## src/design/serial_boot_map.vh

```
// constants of the serial boot RAM loader sequencer
`ifndef SERIAL_BOOT_MAP_VH
`define SERIAL_BOOT_MAP_VH

// =============================================
// matching bytes and command code
`define MATCH1_A 8'h86
`define MATCH1_B 8'h30
`define MATCH2_A 8'h79
`define MATCH2_B 8'hcf
`define CMD_RAM_LOAD 8'h60

// =============================================
// error codes, each sent three times
`define ERR_FRAME 8'ha1
`define ERR_OVERRUN 8'ha3
`define ERR_COMMAND 8'h63
`define ERR_REPEAT 2'h3

// =============================================
// password address fields: two 24-bit values
`define ADDR_BYTES 3'h6
`define ADDR_W 24

// =============================================
// binary hex record layout
`define REC_MARK 8'h3a
`define REC_TYPE_DATA 8'h00
`define REC_TYPE_END 8'h01
`define REC_POS_MARK 3'h0
`define REC_POS_LEN 3'h1
`define REC_POS_AHI 3'h2
`define REC_POS_ALO 3'h3
`define REC_POS_TYPE 3'h4
`define REC_POS_DATA 3'h5
`define REC_POS_SUM 3'h6

// =============================================
// transmit buffer shape
`define BYTE_W 8
`define TXQ_DEPTH 4
`define TXQ_AW 2

`endif

```

## src/design/loader_txq.v

```verilog
// small byte fifo with valid and ready on both sides
module loader_txq #(
	parameter WIDTH = 8,
	parameter DEPTH = 4,
	parameter AW = 2
) (
	// clock, reset, enable
	input wire clk_i,
	input wire rstn_i,
	input wire ce_i,
	// filling side
	input wire in_valid_i,
	output wire in_ready_o,
	input wire [WIDTH-1:0] in_data_i,
	// draining side
	output wire out_valid_o,
	input wire out_ready_i,
	output wire [WIDTH-1:0] out_data_o
);
	reg [WIDTH-1:0] mem_reg [0:DEPTH-1];
	reg [AW-1:0] wr_ptr_reg;
	reg [AW-1:0] rd_ptr_reg;
	reg [AW:0] count_reg;
	wire push;
	wire pop;

	// honest flags straight from the fill count
	assign in_ready_o = (count_reg != DEPTH[AW:0]);
	assign out_valid_o = (count_reg != {(AW+1){1'b0}});
	assign out_data_o = mem_reg[rd_ptr_reg];
	assign push = ce_i & in_valid_i & in_ready_o;
	assign pop = ce_i & out_ready_i & out_valid_o;

	// storage words, one write port each
	genvar g;
	generate
		for (g = 0; g < DEPTH; g = g + 1) begin : g_word
			always @(posedge clk_i) begin
				if (push && wr_ptr_reg == g[AW-1:0]) begin
					mem_reg[g] <= in_data_i;
				end
			end
		end
	endgenerate

	// pointers and count
	always @(posedge clk_i) begin
		if (!rstn_i) begin
			wr_ptr_reg <= {AW{1'b0}};
			rd_ptr_reg <= {AW{1'b0}};
			count_reg <= {(AW+1){1'b0}};
		end else begin
			if (push) begin
				wr_ptr_reg <= wr_ptr_reg + 1'b1;
			end
			if (pop) begin
				rd_ptr_reg <= rd_ptr_reg + 1'b1;
			end
			if (push && !pop) begin
				count_reg <= count_reg + 1'b1;
			end else if (pop && !push) begin
				count_reg <= count_reg - 1'b1;
			end
		end
	end
endmodule

```

## src/design/serial_boot_ram_loader.v

```verilog
// boot-mode byte sequencer for the serial RAM loader command
// =============================================
// Overview of operation
// - First byte must be a first matching value; it is echoed when good, otherwise nothing is sent.
// - Second byte must be a second matching value; it is echoed when good, otherwise nothing is sent.
// - Third byte is the RAM loader command code, echoed back when accepted.
// - A faulty command byte makes the block send one error code three times and then go idle.
// - Three bytes of password count storage address follow, high byte first, with no reply.
// - Three bytes of password comparison start address follow, high byte first, with no reply.
// - A clean image is answered with a 16-bit checksum, high byte first; an error sends nothing.
// - When loading is done the block jumps to the address of the first data byte written.
// - With an erased password area the password check is skipped and no string is expected.
// - Both address fields always come; a wrong one is a password error that makes the block go idle.
// - Security protection enabled or a password error stops the link and makes the block go idle.
// - A line error during the address fields or the password string makes the block go idle.
`include "serial_boot_map.vh"

module serial_boot_ram_loader (
	// clock, reset, enable
	input wire clk_i,
	input wire rstn_i,
	input wire ce_i,
	// received bytes from the serial receiver
	input wire rx_valid_i,
	input wire [7:0] rx_data_i,
	input wire rx_frame_err_i,
	input wire rx_overrun_err_i,
	output reg rx_ready_o,
	// bytes to the serial transmitter
	output reg tx_valid_o,
	output reg [7:0] tx_data_o,
	input wire tx_ready_i,
	// password area and protection state
	input wire blank_i,
	input wire secure_i,
	input wire [23:0] exp_cnt_addr_i,
	input wire [23:0] exp_cmp_addr_i,
	input wire [7:0] pwd_len_i,
	input wire [7:0] pwd_byte_i,
	output reg [7:0] pwd_idx_o,
	// RAM write port
	output reg ram_we_o,
	output reg [15:0] ram_addr_o,
	output reg [7:0] ram_wdata_o,
	// hand-off to loaded code
	output reg jump_o,
	output reg [15:0] jump_addr_o,
	output reg idle_o
);
	// =============================================
	// states
	localparam [3:0] S_SYNC1 = 4'h0;
	localparam [3:0] S_SYNC2 = 4'h1;
	localparam [3:0] S_CMD = 4'h2;
	localparam [3:0] S_ERR = 4'h3;
	localparam [3:0] S_ADDR = 4'h4;
	localparam [3:0] S_PWD = 4'h5;
	localparam [3:0] S_REC = 4'h6;
	localparam [3:0] S_SUMH = 4'h7;
	localparam [3:0] S_SUML = 4'h8;
	localparam [3:0] S_JUMP = 4'h9;
	localparam [3:0] S_IDLE = 4'ha;

	// =============================================
	// decode helpers
	// line error code chosen by the receiver flags
	function [7:0] line_err_code;
		input fe;
		input oe;
		begin
			if (fe) begin
				line_err_code = `ERR_FRAME;
			end else if (oe) begin
				line_err_code = `ERR_OVERRUN;
			end else begin
				line_err_code = `ERR_COMMAND;
			end
		end
	endfunction

	// state in which the sequencer takes bytes
	function takes_bytes;
		input [3:0] st;
		begin
			case (st)
				S_SYNC1, S_SYNC2, S_CMD, S_ADDR, S_PWD, S_REC: takes_bytes = 1'b1;
				default: takes_bytes = 1'b0;
			endcase
		end
	endfunction

	// =============================================
	// registers
	reg [3:0] state_reg;
	reg [2:0] cnt_reg;
	reg [47:0] addr_reg;
	reg [7:0] err_code_reg;
	reg [1:0] err_cnt_reg;
	reg push_v_reg;
	reg [7:0] push_d_reg;
	reg [2:0] rec_pos_reg;
	reg [7:0] rec_len_reg;
	reg [7:0] rec_cnt_reg;
	reg [15:0] rec_addr_reg;
	reg [7:0] rec_type_reg;
	reg [7:0] rec_sum_reg;
	reg [15:0] sum_reg;
	reg first_seen_reg;
	reg [15:0] start_addr_reg;

	// =============================================
	// transmit buffer
	wire q_in_ready;
	wire q_out_valid;
	wire [7:0] q_out_data;
	wire q_out_ready;
	wire acc;
	wire line_err;
	wire push_done;
	wire [7:0] rec_sum_next;

	// the output stage takes a word when empty or being emptied
	assign q_out_ready = !tx_valid_o || tx_ready_i;
	assign acc = rx_valid_i && rx_ready_o;
	assign line_err = rx_frame_err_i || rx_overrun_err_i;
	assign push_done = push_v_reg && q_in_ready;
	assign rec_sum_next = rec_sum_reg + rx_data_i;

	loader_txq #(
		.WIDTH(`BYTE_W),
		.DEPTH(`TXQ_DEPTH),
		.AW(`TXQ_AW)
	) u_txq (
		.clk_i(clk_i),
		.rstn_i(rstn_i),
		.ce_i(ce_i),
		.in_valid_i(push_v_reg),
		.in_ready_o(q_in_ready),
		.in_data_i(push_d_reg),
		.out_valid_o(q_out_valid),
		.out_ready_i(q_out_ready),
		.out_data_o(q_out_data)
	);

	// =============================================
	// output stage: registered copy of the queue head
	always @(posedge clk_i) begin
		if (!rstn_i) begin
			tx_valid_o <= 1'b0;
			tx_data_o <= 8'h00;
		end else if (ce_i && q_out_ready) begin
			tx_valid_o <= q_out_valid;
			tx_data_o <= q_out_data;
		end
	end

	// =============================================
	// receive handshake
	// ready drops for a cycle after each byte and while a reply
	// is staged, so a staged byte is never overwritten; a full
	// queue therefore stalls the receiver
	always @(posedge clk_i) begin
		if (!rstn_i) begin
			rx_ready_o <= 1'b0;
		end else if (ce_i) begin
			rx_ready_o <= takes_bytes(state_reg) && !acc && !push_v_reg && q_in_ready;
		end
	end

	// =============================================
	// sequencer
	always @(posedge clk_i) begin
		if (!rstn_i) begin
			state_reg <= S_SYNC1;
			cnt_reg <= 3'h0;
			addr_reg <= 48'h0;
			err_code_reg <= 8'h00;
			err_cnt_reg <= 2'h0;
			push_v_reg <= 1'b0;
			push_d_reg <= 8'h00;
			rec_pos_reg <= `REC_POS_MARK;
			rec_len_reg <= 8'h00;
			rec_cnt_reg <= 8'h00;
			rec_addr_reg <= 16'h0000;
			rec_type_reg <= 8'h00;
			rec_sum_reg <= 8'h00;
			sum_reg <= 16'h0000;
			first_seen_reg <= 1'b0;
			start_addr_reg <= 16'h0000;
			pwd_idx_o <= 8'h00;
			ram_we_o <= 1'b0;
			ram_addr_o <= 16'h0000;
			ram_wdata_o <= 8'h00;
			jump_o <= 1'b0;
			jump_addr_o <= 16'h0000;
			idle_o <= 1'b0;
		end else if (ce_i) begin
			ram_we_o <= 1'b0;
			jump_o <= 1'b0;
			if (push_done) begin
				push_v_reg <= 1'b0;
			end
			case (state_reg)
				// first matching byte; baud is tuned by the receiver
				S_SYNC1: begin
					if (acc) begin
						if (!line_err && (rx_data_i == `MATCH1_A || rx_data_i == `MATCH1_B)) begin
							push_v_reg <= 1'b1;
							push_d_reg <= rx_data_i;
							state_reg <= S_SYNC2;
						end else begin
							state_reg <= S_IDLE;
						end
					end
				end
				// second matching byte at the tuned rate
				S_SYNC2: begin
					if (acc) begin
						if (!line_err && (rx_data_i == `MATCH2_A || rx_data_i == `MATCH2_B)) begin
							push_v_reg <= 1'b1;
							push_d_reg <= rx_data_i;
							state_reg <= S_CMD;
						end else begin
							state_reg <= S_IDLE;
						end
					end
				end
				// command byte: echo or start the error burst
				S_CMD: begin
					if (acc) begin
						if (!line_err && rx_data_i == `CMD_RAM_LOAD) begin
							push_v_reg <= 1'b1;
							push_d_reg <= rx_data_i;
							cnt_reg <= 3'h0;
							state_reg <= S_ADDR;
						end else begin
							err_code_reg <= line_err_code(rx_frame_err_i, rx_overrun_err_i);
							err_cnt_reg <= 2'h0;
							state_reg <= S_ERR;
						end
					end
				end
				// error code three times, one staged byte at a time
				S_ERR: begin
					if (!push_v_reg || push_done) begin
						if (err_cnt_reg == `ERR_REPEAT) begin
							state_reg <= S_IDLE;
						end else begin
							push_v_reg <= 1'b1;
							push_d_reg <= err_code_reg;
							err_cnt_reg <= err_cnt_reg + 2'h1;
						end
					end
				end
				// six silent address bytes, high byte first
				S_ADDR: begin
					if (acc) begin
						if (line_err) begin
							state_reg <= S_IDLE;
						end else begin
							addr_reg <= {addr_reg[39:0], rx_data_i};
							cnt_reg <= cnt_reg + 3'h1;
						end
					end else if (cnt_reg == `ADDR_BYTES) begin
						// addresses are checked even for a blank part
						if (addr_reg[47:24] != exp_cnt_addr_i || addr_reg[23:0] != exp_cmp_addr_i) begin
							state_reg <= S_IDLE;
						end else if (secure_i) begin
							state_reg <= S_IDLE;
						end else if (blank_i) begin
							state_reg <= S_REC;
						end else if (pwd_len_i == 8'h00) begin
							state_reg <= S_IDLE;
						end else begin
							pwd_idx_o <= 8'h00;
							state_reg <= S_PWD;
						end
						cnt_reg <= 3'h0;
					end
				end
				// password string compared byte by byte, no reply
				S_PWD: begin
					if (acc) begin
						if (line_err) begin
							state_reg <= S_IDLE;
						end else if (rx_data_i != pwd_byte_i) begin
							state_reg <= S_IDLE;
						end else if (pwd_idx_o == pwd_len_i - 8'h01) begin
							state_reg <= S_REC;
						end else begin
							pwd_idx_o <= pwd_idx_o + 8'h01;
						end
					end
				end
				// image records, silently written to RAM
				S_REC: begin
					if (acc) begin
						if (line_err) begin
							state_reg <= S_IDLE;
						end else begin
							case (rec_pos_reg)
								`REC_POS_MARK: begin
									if (rx_data_i == `REC_MARK) begin
										rec_sum_reg <= 8'h00;
										rec_pos_reg <= `REC_POS_LEN;
									end else begin
										state_reg <= S_IDLE;
									end
								end
								`REC_POS_LEN: begin
									rec_len_reg <= rx_data_i;
									rec_sum_reg <= rec_sum_next;
									rec_pos_reg <= `REC_POS_AHI;
								end
								`REC_POS_AHI: begin
									rec_addr_reg[15:8] <= rx_data_i;
									rec_sum_reg <= rec_sum_next;
									rec_pos_reg <= `REC_POS_ALO;
								end
								`REC_POS_ALO: begin
									rec_addr_reg[7:0] <= rx_data_i;
									rec_sum_reg <= rec_sum_next;
									rec_pos_reg <= `REC_POS_TYPE;
								end
								`REC_POS_TYPE: begin
									rec_type_reg <= rx_data_i;
									rec_sum_reg <= rec_sum_next;
									rec_cnt_reg <= 8'h00;
									if (rx_data_i != `REC_TYPE_DATA && rx_data_i != `REC_TYPE_END) begin
										state_reg <= S_IDLE;
									end else if (rec_len_reg == 8'h00 || rx_data_i == `REC_TYPE_END) begin
										rec_pos_reg <= `REC_POS_SUM;
									end else begin
										rec_pos_reg <= `REC_POS_DATA;
									end
								end
								`REC_POS_DATA: begin
									// each data byte goes straight to RAM
									ram_we_o <= 1'b1;
									ram_addr_o <= rec_addr_reg;
									ram_wdata_o <= rx_data_i;
									rec_addr_reg <= rec_addr_reg + 16'h0001;
									rec_sum_reg <= rec_sum_next;
									sum_reg <= sum_reg + {8'h00, rx_data_i};
									if (!first_seen_reg) begin
										first_seen_reg <= 1'b1;
										start_addr_reg <= rec_addr_reg;
									end
									rec_cnt_reg <= rec_cnt_reg + 8'h01;
									if (rec_cnt_reg == rec_len_reg - 8'h01) begin
										rec_pos_reg <= `REC_POS_SUM;
									end
								end
								`REC_POS_SUM: begin
									// record bytes must sum to zero with the check byte
									rec_pos_reg <= `REC_POS_MARK;
									if (rec_sum_next != 8'h00) begin
										state_reg <= S_IDLE;
									end else if (rec_type_reg == `REC_TYPE_END) begin
										state_reg <= S_SUMH;
									end
								end
								default: begin
									state_reg <= S_IDLE;
								end
							endcase
						end
					end
				end
				// checksum, high byte then low byte
				S_SUMH: begin
					if (!push_v_reg || push_done) begin
						push_v_reg <= 1'b1;
						push_d_reg <= sum_reg[15:8];
						state_reg <= S_SUML;
					end
				end
				S_SUML: begin
					if (!push_v_reg || push_done) begin
						push_v_reg <= 1'b1;
						push_d_reg <= sum_reg[7:0];
						state_reg <= S_JUMP;
					end
				end
				// hand over only once the checksum has left the pins
				S_JUMP: begin
					if (!push_v_reg && !q_out_valid && !tx_valid_o) begin
						jump_o <= 1'b1;
						jump_addr_o <= start_addr_reg;
						state_reg <= S_IDLE;
					end
				end
				// dead until reset: nothing taken, only replies already queued still go out
				S_IDLE: begin
					idle_o <= 1'b1;
				end
				default: begin
					state_reg <= S_IDLE;
				end
			endcase
		end
	end
endmodule

```

## config.mk

```make
export PLATFORM = sky130hd
export DESIGN_NAME = serial_boot_ram_loader
export DESIGN_NICKNAME = d
export VERILOG_FILES = /design/src/design/loader_txq.v /design/src/design/serial_boot_ram_loader.v
export VERILOG_INCLUDE_DIRS = /design/src /design/src/design
export SDC_FILE = /design/constraint.sdc
export NUM_CORES = 1
export LEC_CHECK = 0
export BUFFER_PORTS_ARGS = -buffer_cell sky130_fd_sc_hd__buf_4
export CORE_UTILIZATION = 50
export DETAILED_ROUTE_END_ITERATION = 12
export PLACE_DENSITY = 0.69
export REMOVE_ABC_BUFFERS = 1
export SLEW_MARGIN = 0
export SYNTH_ARGS = -nofsm -noshare
export SYNTH_HDL_FRONTEND = slang
export SYNTH_SLANG_ARGS = --single-unit
```

## constraint.sdc

```tcl
create_clock -name clk_i -period 5.8 [get_ports clk_i]
set_input_delay 1.45 -clock clk_i [delete_from_list [all_inputs] [get_ports clk_i]]
set_output_delay 1.45 -clock clk_i [all_outputs]
set_load 0.02 [all_outputs]
```

==> results_dict.tcl, run 1 <==
set metrics [dict create \
    status "finished, final reports clean" \
    end_kind "register" \
    die_w_um 161 \
    hold_path.class "register to register" \
    avgSynthCellArea_um2 8.43 \
    p_leak_nw 5.60 \
    clock-sinks 254 \
    cts_root_buf "clkbuf_16" \
    die-height_um 161 \
    grt_usage 0.244 \
    reg2reg_depth 7 \
    fill_cells 2200 \
    hpwl_mm 21.3 \
    num_rows 57 \
    synthCells 1499 \
    htreeDepth 1 \
    ant_nets 0 \
    drt_iter0_drc 936 \
    use_met1 0.328 \
    io_buffers 141 \
    clock.fmax_mhz 267 \
    yosysUniqueCellTypes 80 \
    cts_resized 0 \
    postCtsSetupRepairBufs 0 \
    start_util 0.515 \
    clk-insertion-delay-late_ns 0.53 \
    antenna_found_initial 0 \
    ys_seq_area_frac 0.428 \
    cp-start-kind "primary input" \
    fin_crit_sh 0.645 \
    avgRoutedWirePerCell_um 16.5 \
    worst-endpoint-required_ns 6.23 \
    grt_pass1_vias 10100 \
    io_pins 142 \
    hold_viol 0 \
    reg2reg_from "state_reg[0]" \
    use_met3 0.0303 \
    final_common_cell "nand2_1" \
    min_delay_path_depth 2 \
    area_delta_synth_final_pct 16.5 \
    grt_max_degree 89 \
    period_needed_ns 3.74 \
    ctsHoldBuffers 0 \
    drc 0 \
    routed_wl_mm 32.0 \
    drive_above_1_share 0.142 \
    gr-usage-met2 0.413 \
    crit_path_max_fanout 13 \
    vdd_drop_max_uv 193 \
    clock_skew_ns 0.0129 \
    cts_tree "yes" \
    final_util 0.600 \
    avgViaCountPerCell 5.63 \
    criticalPathCategory "primary input to register" \
    overflow 0 \
    hold_start "rec_type_reg[7]" \
    finalSetupTns_ns 0 \
    syn_area_mm2 0.0126 \
    finalNetCount 1703 \
    rsz0062_at_grt "false" \
    maxCapViolCount 0 \
    synth-main-ff-cell "dfxtp_1" \
    cp.arrival_ns 4.17 \
    cts_max_path_buffers 3 \
    gp_congestion 0.891 \
    ys_ff_latch 254 \
    clkTransAtPathRegs_ns 0.06 \
    power_density_mw_per_mm2 269 \
    diodes 0 \
    synth_edf_count 32 \
    async_reset_ff_frac 0 \
    final_cell_mix "nand2_1 (299), dfxtp_1 (222), a21oi_1 (180), buf_4 (150), nor2_1 (128)" \
    gr-max-usage-layer "met2" \
    largest_register_ffs 48 \
    ys_warn_count 0 \
    maxSlewViolCount 0 \
    cts_made_buffers 27 \
    die_area_mm2 0.0259 \
    crit_start "rx_data_i[0]" \
    setup_violations 0 \
    worstMarginPinSlew_ns 1.17 \
    slew_headroom 0.214 \
    dr.pass1.iters 5 \
    routed-via-count 10900 \
    grt_pass1_wl_mm 52.0 \
    core_area_mm2 0.0245 \
]
[cell type report]
class / count / area, um^2 / area share
inverters: 26 / 103 / 0.00697
repair buffers: 150 / 1130 / 0.0764
flip-flops and latches: 254 / 5410 / 0.367
clock inverters: 12 / 168 / 0.0114
multi-input cells: 1131 / 6780 / 0.461
clock buffers: 36 / 739 / 0.0502
well taps: 324 / 405 / 0.0275
[worst max-delay path: stages]
cell and delay [ns]:
buf_4 0.18, ha_1 0.25, fa_1 0.40, a211oi_1 0.45, or4b_2 0.21, o2111ai_1 0.15
nor4_1 0.38, nand3_1 0.21, and3_1 0.28, a31o_1 0.18
[path summary, 6_finish.rpt]
| path | to | slack, ns |
|---|---|---|
| worst max register to register | state_reg[2] | 2.52 |
| worst min register to register | rec_type_reg[7] | 0.45 |
| worst min-delay path | rec_type_reg[7] | 0.45 |
| worst max-delay path | state_reg[0] | 2.06 |
[where the power goes]
| part | switching [mW] | internal (mW) | leakage, nW | total (mW) |
|---|---|---|---|---|
| combinational | 0.201 | 0.162 | 3.07 | 0.363 |
| clock | 0.687 | 1.07 | 0.441 | 1.76 |
| sequential | 0.0425 | 1.81 | 2.09 | 1.85 |
[synth_stat cells, drive strengths merged (7+ instances only)]
master | number | area share
clkbuf | 70 | 0.021
buf | 18 | 0.0074
and2 | 11 | 0.0054
xor2 | 55 | 0.038
o21ai | 40 | 0.016
o31ai | 7 | 0.0042
nand2b | 16 | 0.0079
nand3 | 26 | 0.010
mux4 | 8 | 0.014
or3 | 13 | 0.0064
mux2i | 38 | 0.030
inv | 25 | 0.0074
nand2 | 299 | 0.089
o211ai | 10 | 0.0059
a21oi | 180 | 0.071
xnor2 | 43 | 0.030
nor2 | 129 | 0.038
nor4 | 23 | 0.013
o21a | 7 | 0.0042
ha | 29 | 0.029
nor2b | 9 | 0.0045
a211oi | 13 | 0.0077
a31oi | 8 | 0.0045
nand4 | 24 | 0.012
nor3 | 25 | 0.010
edfxtp | 32 | 0.076
and3 | 17 | 0.0084
dfxtp | 222 | 0.35
[kinds of logic (layout without fill, tap and decap cells)]
logic type      after synthesis  in the layout  share of synthesized area
flops                       254            254                      0.428
fa+ha+maj                    32             32                     0.0335
xor+xnor                     98             98                     0.0679
simple gates                632            632                      0.234
mux                          47             47                     0.0452
buf+inv                     114            224                     0.0359
compound gates              322            322                      0.156
[metrics by stage]
| stage | total power, mW | hold WS (ns) | setup WS [ns] | std cells | area [um^2] |
|---|---|---|---|---|---|
| after CTS | 4.00 | 0.453 | 2.10 | 1933 | 14700 |
| after global placement | 2.24 | 0.439 | 1.60 | 1885 | 13800 |
| after floorplan | 2.09 | 0.427 | 0.572 | 1411 | 12300 |
| after global routing | 4.12 | 0.471 | 1.81 | 1933 | 14700 |
| final | 3.97 | 0.449 | 2.06 | 1933 | 14700 |
| after detailed placement | 2.25 | 0.444 | 1.54 | 1885 | 13800 |
[per-layer routing]
layer	vias up	routed length, um
li1	5423	-
met1	5154	14800
met2	265	15000
met3	48	1520
met4	0	593
met5	-	0
Power figures use the tool's default switching activity.
==> inputs of run 2 (changes only) <==
- PLACE_DENSITY: 0.69 -> 0.72
- clock period: 5.8 -> 3.1 ns (I/O delays scaled with it)
==> run 2 against run 1 <==
Compared with the run above:
- combinational power grew 100%
- non-clock buffer count grew 65
- total power grew 88%
- cell area grew 3.4%
- clock-buffer cell count grew 3
- clock power grew 86%
- sequential share of layout area shrank 1.2 points
- worst hold slack gained 0.0021 ns
- critical path depth is the same
- highest routed layer unchanged
==> results_dict.tcl, run 2 (synthesis results as in run 1) <==
set metrics [dict create \
    crit_buf_inv 1 \
    avgRoutedWirePerCell_um 16.3 \
    grt_pass1_wl_mm 53.0 \
    worst-endpoint-required_ns 3.53 \
    routed-via-count 11300 \
    cts_made_buffers 27 \
    avgViaCountPerCell 5.64 \
    area_delta_synth_final_pct 20.5 \
    dr.pass1.iters 7 \
    status "finished, final reports clean" \
    gp_congestion 0.936 \
    slew_headroom 0.302 \
    clock.fmax_mhz 353 \
    start_util 0.515 \
    cp.arrival_ns 3.26 \
    dp.cells 1950 \
    clock_skew_ns 0.0106 \
    fin_ws_ns 0.266 \
    power_mw 7.45 \
    finalSetupTns_ns 0 \
    criticalPathCategory "primary input to register" \
    cp_top_family "simple AND/OR/NAND/NOR gates" \
    cp_slowest_cell "fa_1" \
    drive_above_1_share 0.178 \
    vdd_drop_max_uv 483 \
    rsz0062_at_grt "false" \
    num_rows 57 \
    multi_input_area_mm2 0.00678 \
    postCtsSetupRepairBufs 0 \
    period_needed_ns 2.83 \
    hold_path.class "register to register" \
    die_w_um 161 \
    final_cell_mix "nand2_1 (299), dfxtp_1 (222), buf_4 (215), a21oi_1 (180), nor2_1 (128)" \
    cts_tree "yes" \
    cp-start-kind "primary input" \
    grt_usage 0.249 \
    maxCapViolCount 0 \
    io_pins 142 \
    final_common_cell "nand2_1" \
    final-seq-area_mm2 0.00541 \
    cts_root_buf "clkbuf_16" \
    routed_wl_mm 32.7 \
    clock-sinks 254 \
    power_density_mw_per_mm2 489 \
    critPathMaxStageDelay_ns 0.42 \
    worstMarginPinSlew_ns 1.04 \
    crit_path_max_fanout 4 \
    ant_nets 0 \
    clk-insertion-delay-late_ns 0.54 \
    hold_viol 0 \
    grt_max_degree 79 \
    setup_violations 0 \
    htreeDepth 1 \
    diodes 0 \
    fin_cells 2000 \
    antenna_found_initial 0 \
    final_util 0.621 \
    overflow 0 \
    core_area_mm2 0.0245 \
    hpwl_mm 23.1 \
    die-height_um 161 \
    maxSlewViolCount 0 \
    io_buffers 141 \
    finalNetCount 1768 \
    p_leak_nw 5.93 \
    die_area_mm2 0.0259 \
    fin_crit_sh 0.914 \
    cts_max_path_buffers 3 \
    fill_cells 2175 \
    drc 0 \
    drt_iter0_drc 960 \
    grt_pass1_vias 10600 \
    end_kind "register" \
    path_cells "buf_4, ha_1, fa_1, a211oi_1, or4b_2, o2111ai_1, nor4_1, nand3_1, and3_1, a31o_1" \
    cts_resized 0 \
    clkTransAtPathRegs_ns 0.06 \
    ctsHoldBuffers 0 \
    largest_register_ffs 48 \
    pre_cts_slack_ns -0.260 \
]
## run 2: final timing paths
check	startpoint	to	slack, ns	depth (start not counted)
hold / removal	start_addr_reg[3]	start_addr_reg[3]	0.45	2
setup / recovery	rx_data_i[0]	state_reg[0]	0.27	10
setup reg to reg	rec_sum_reg[0]	state_reg[0]	0.31	9
hold reg to reg	start_addr_reg[3]	start_addr_reg[3]	0.45	2
## run 2: metrics by stage
step / cell area (um^2) / hold slack (ns)
after floorplan: 12300 / 0.427
after global placement: 14300 / 0.437
after detailed placement: 14300 / 0.443
after CTS: 15200 / 0.451
after global routing: 15200 / 0.464
final: 15200 / 0.451
## run 2: layout make-up
cell class	count	area share
Multi-Input combinational cell	1131	0.446
Tap cell	324	0.0266
Clock inverter	11	0.00756
Clock buffer	39	0.0526
Timing Repair Buffer	215	0.106
Inverter	26	0.00674
Sequential cell	254	0.355
## run 2: metal layers
metal  wire length (um)  vias to the layer above  global-route usage
met3               1990                       70              0.0388
met1              14300                     5318               0.324
li1                   -                     5552                   -
met2              15400                      332               0.421
met5                  0                        -                   0
met4                976                        0              0.0815
## run 2: power by group
group,switching [mW],internal (mW),leakage (nW)
logic,0.399,0.341,3.39
clock network,1.31,1.96,0.455
registers,0.0672,3.38,2.09
## run 2: worst min-delay path, cell delays in order (launching register included)
cell and delay [ns]:
dfxtp_1 0.31, nand2_1 0.05, a21oi_1 0.05
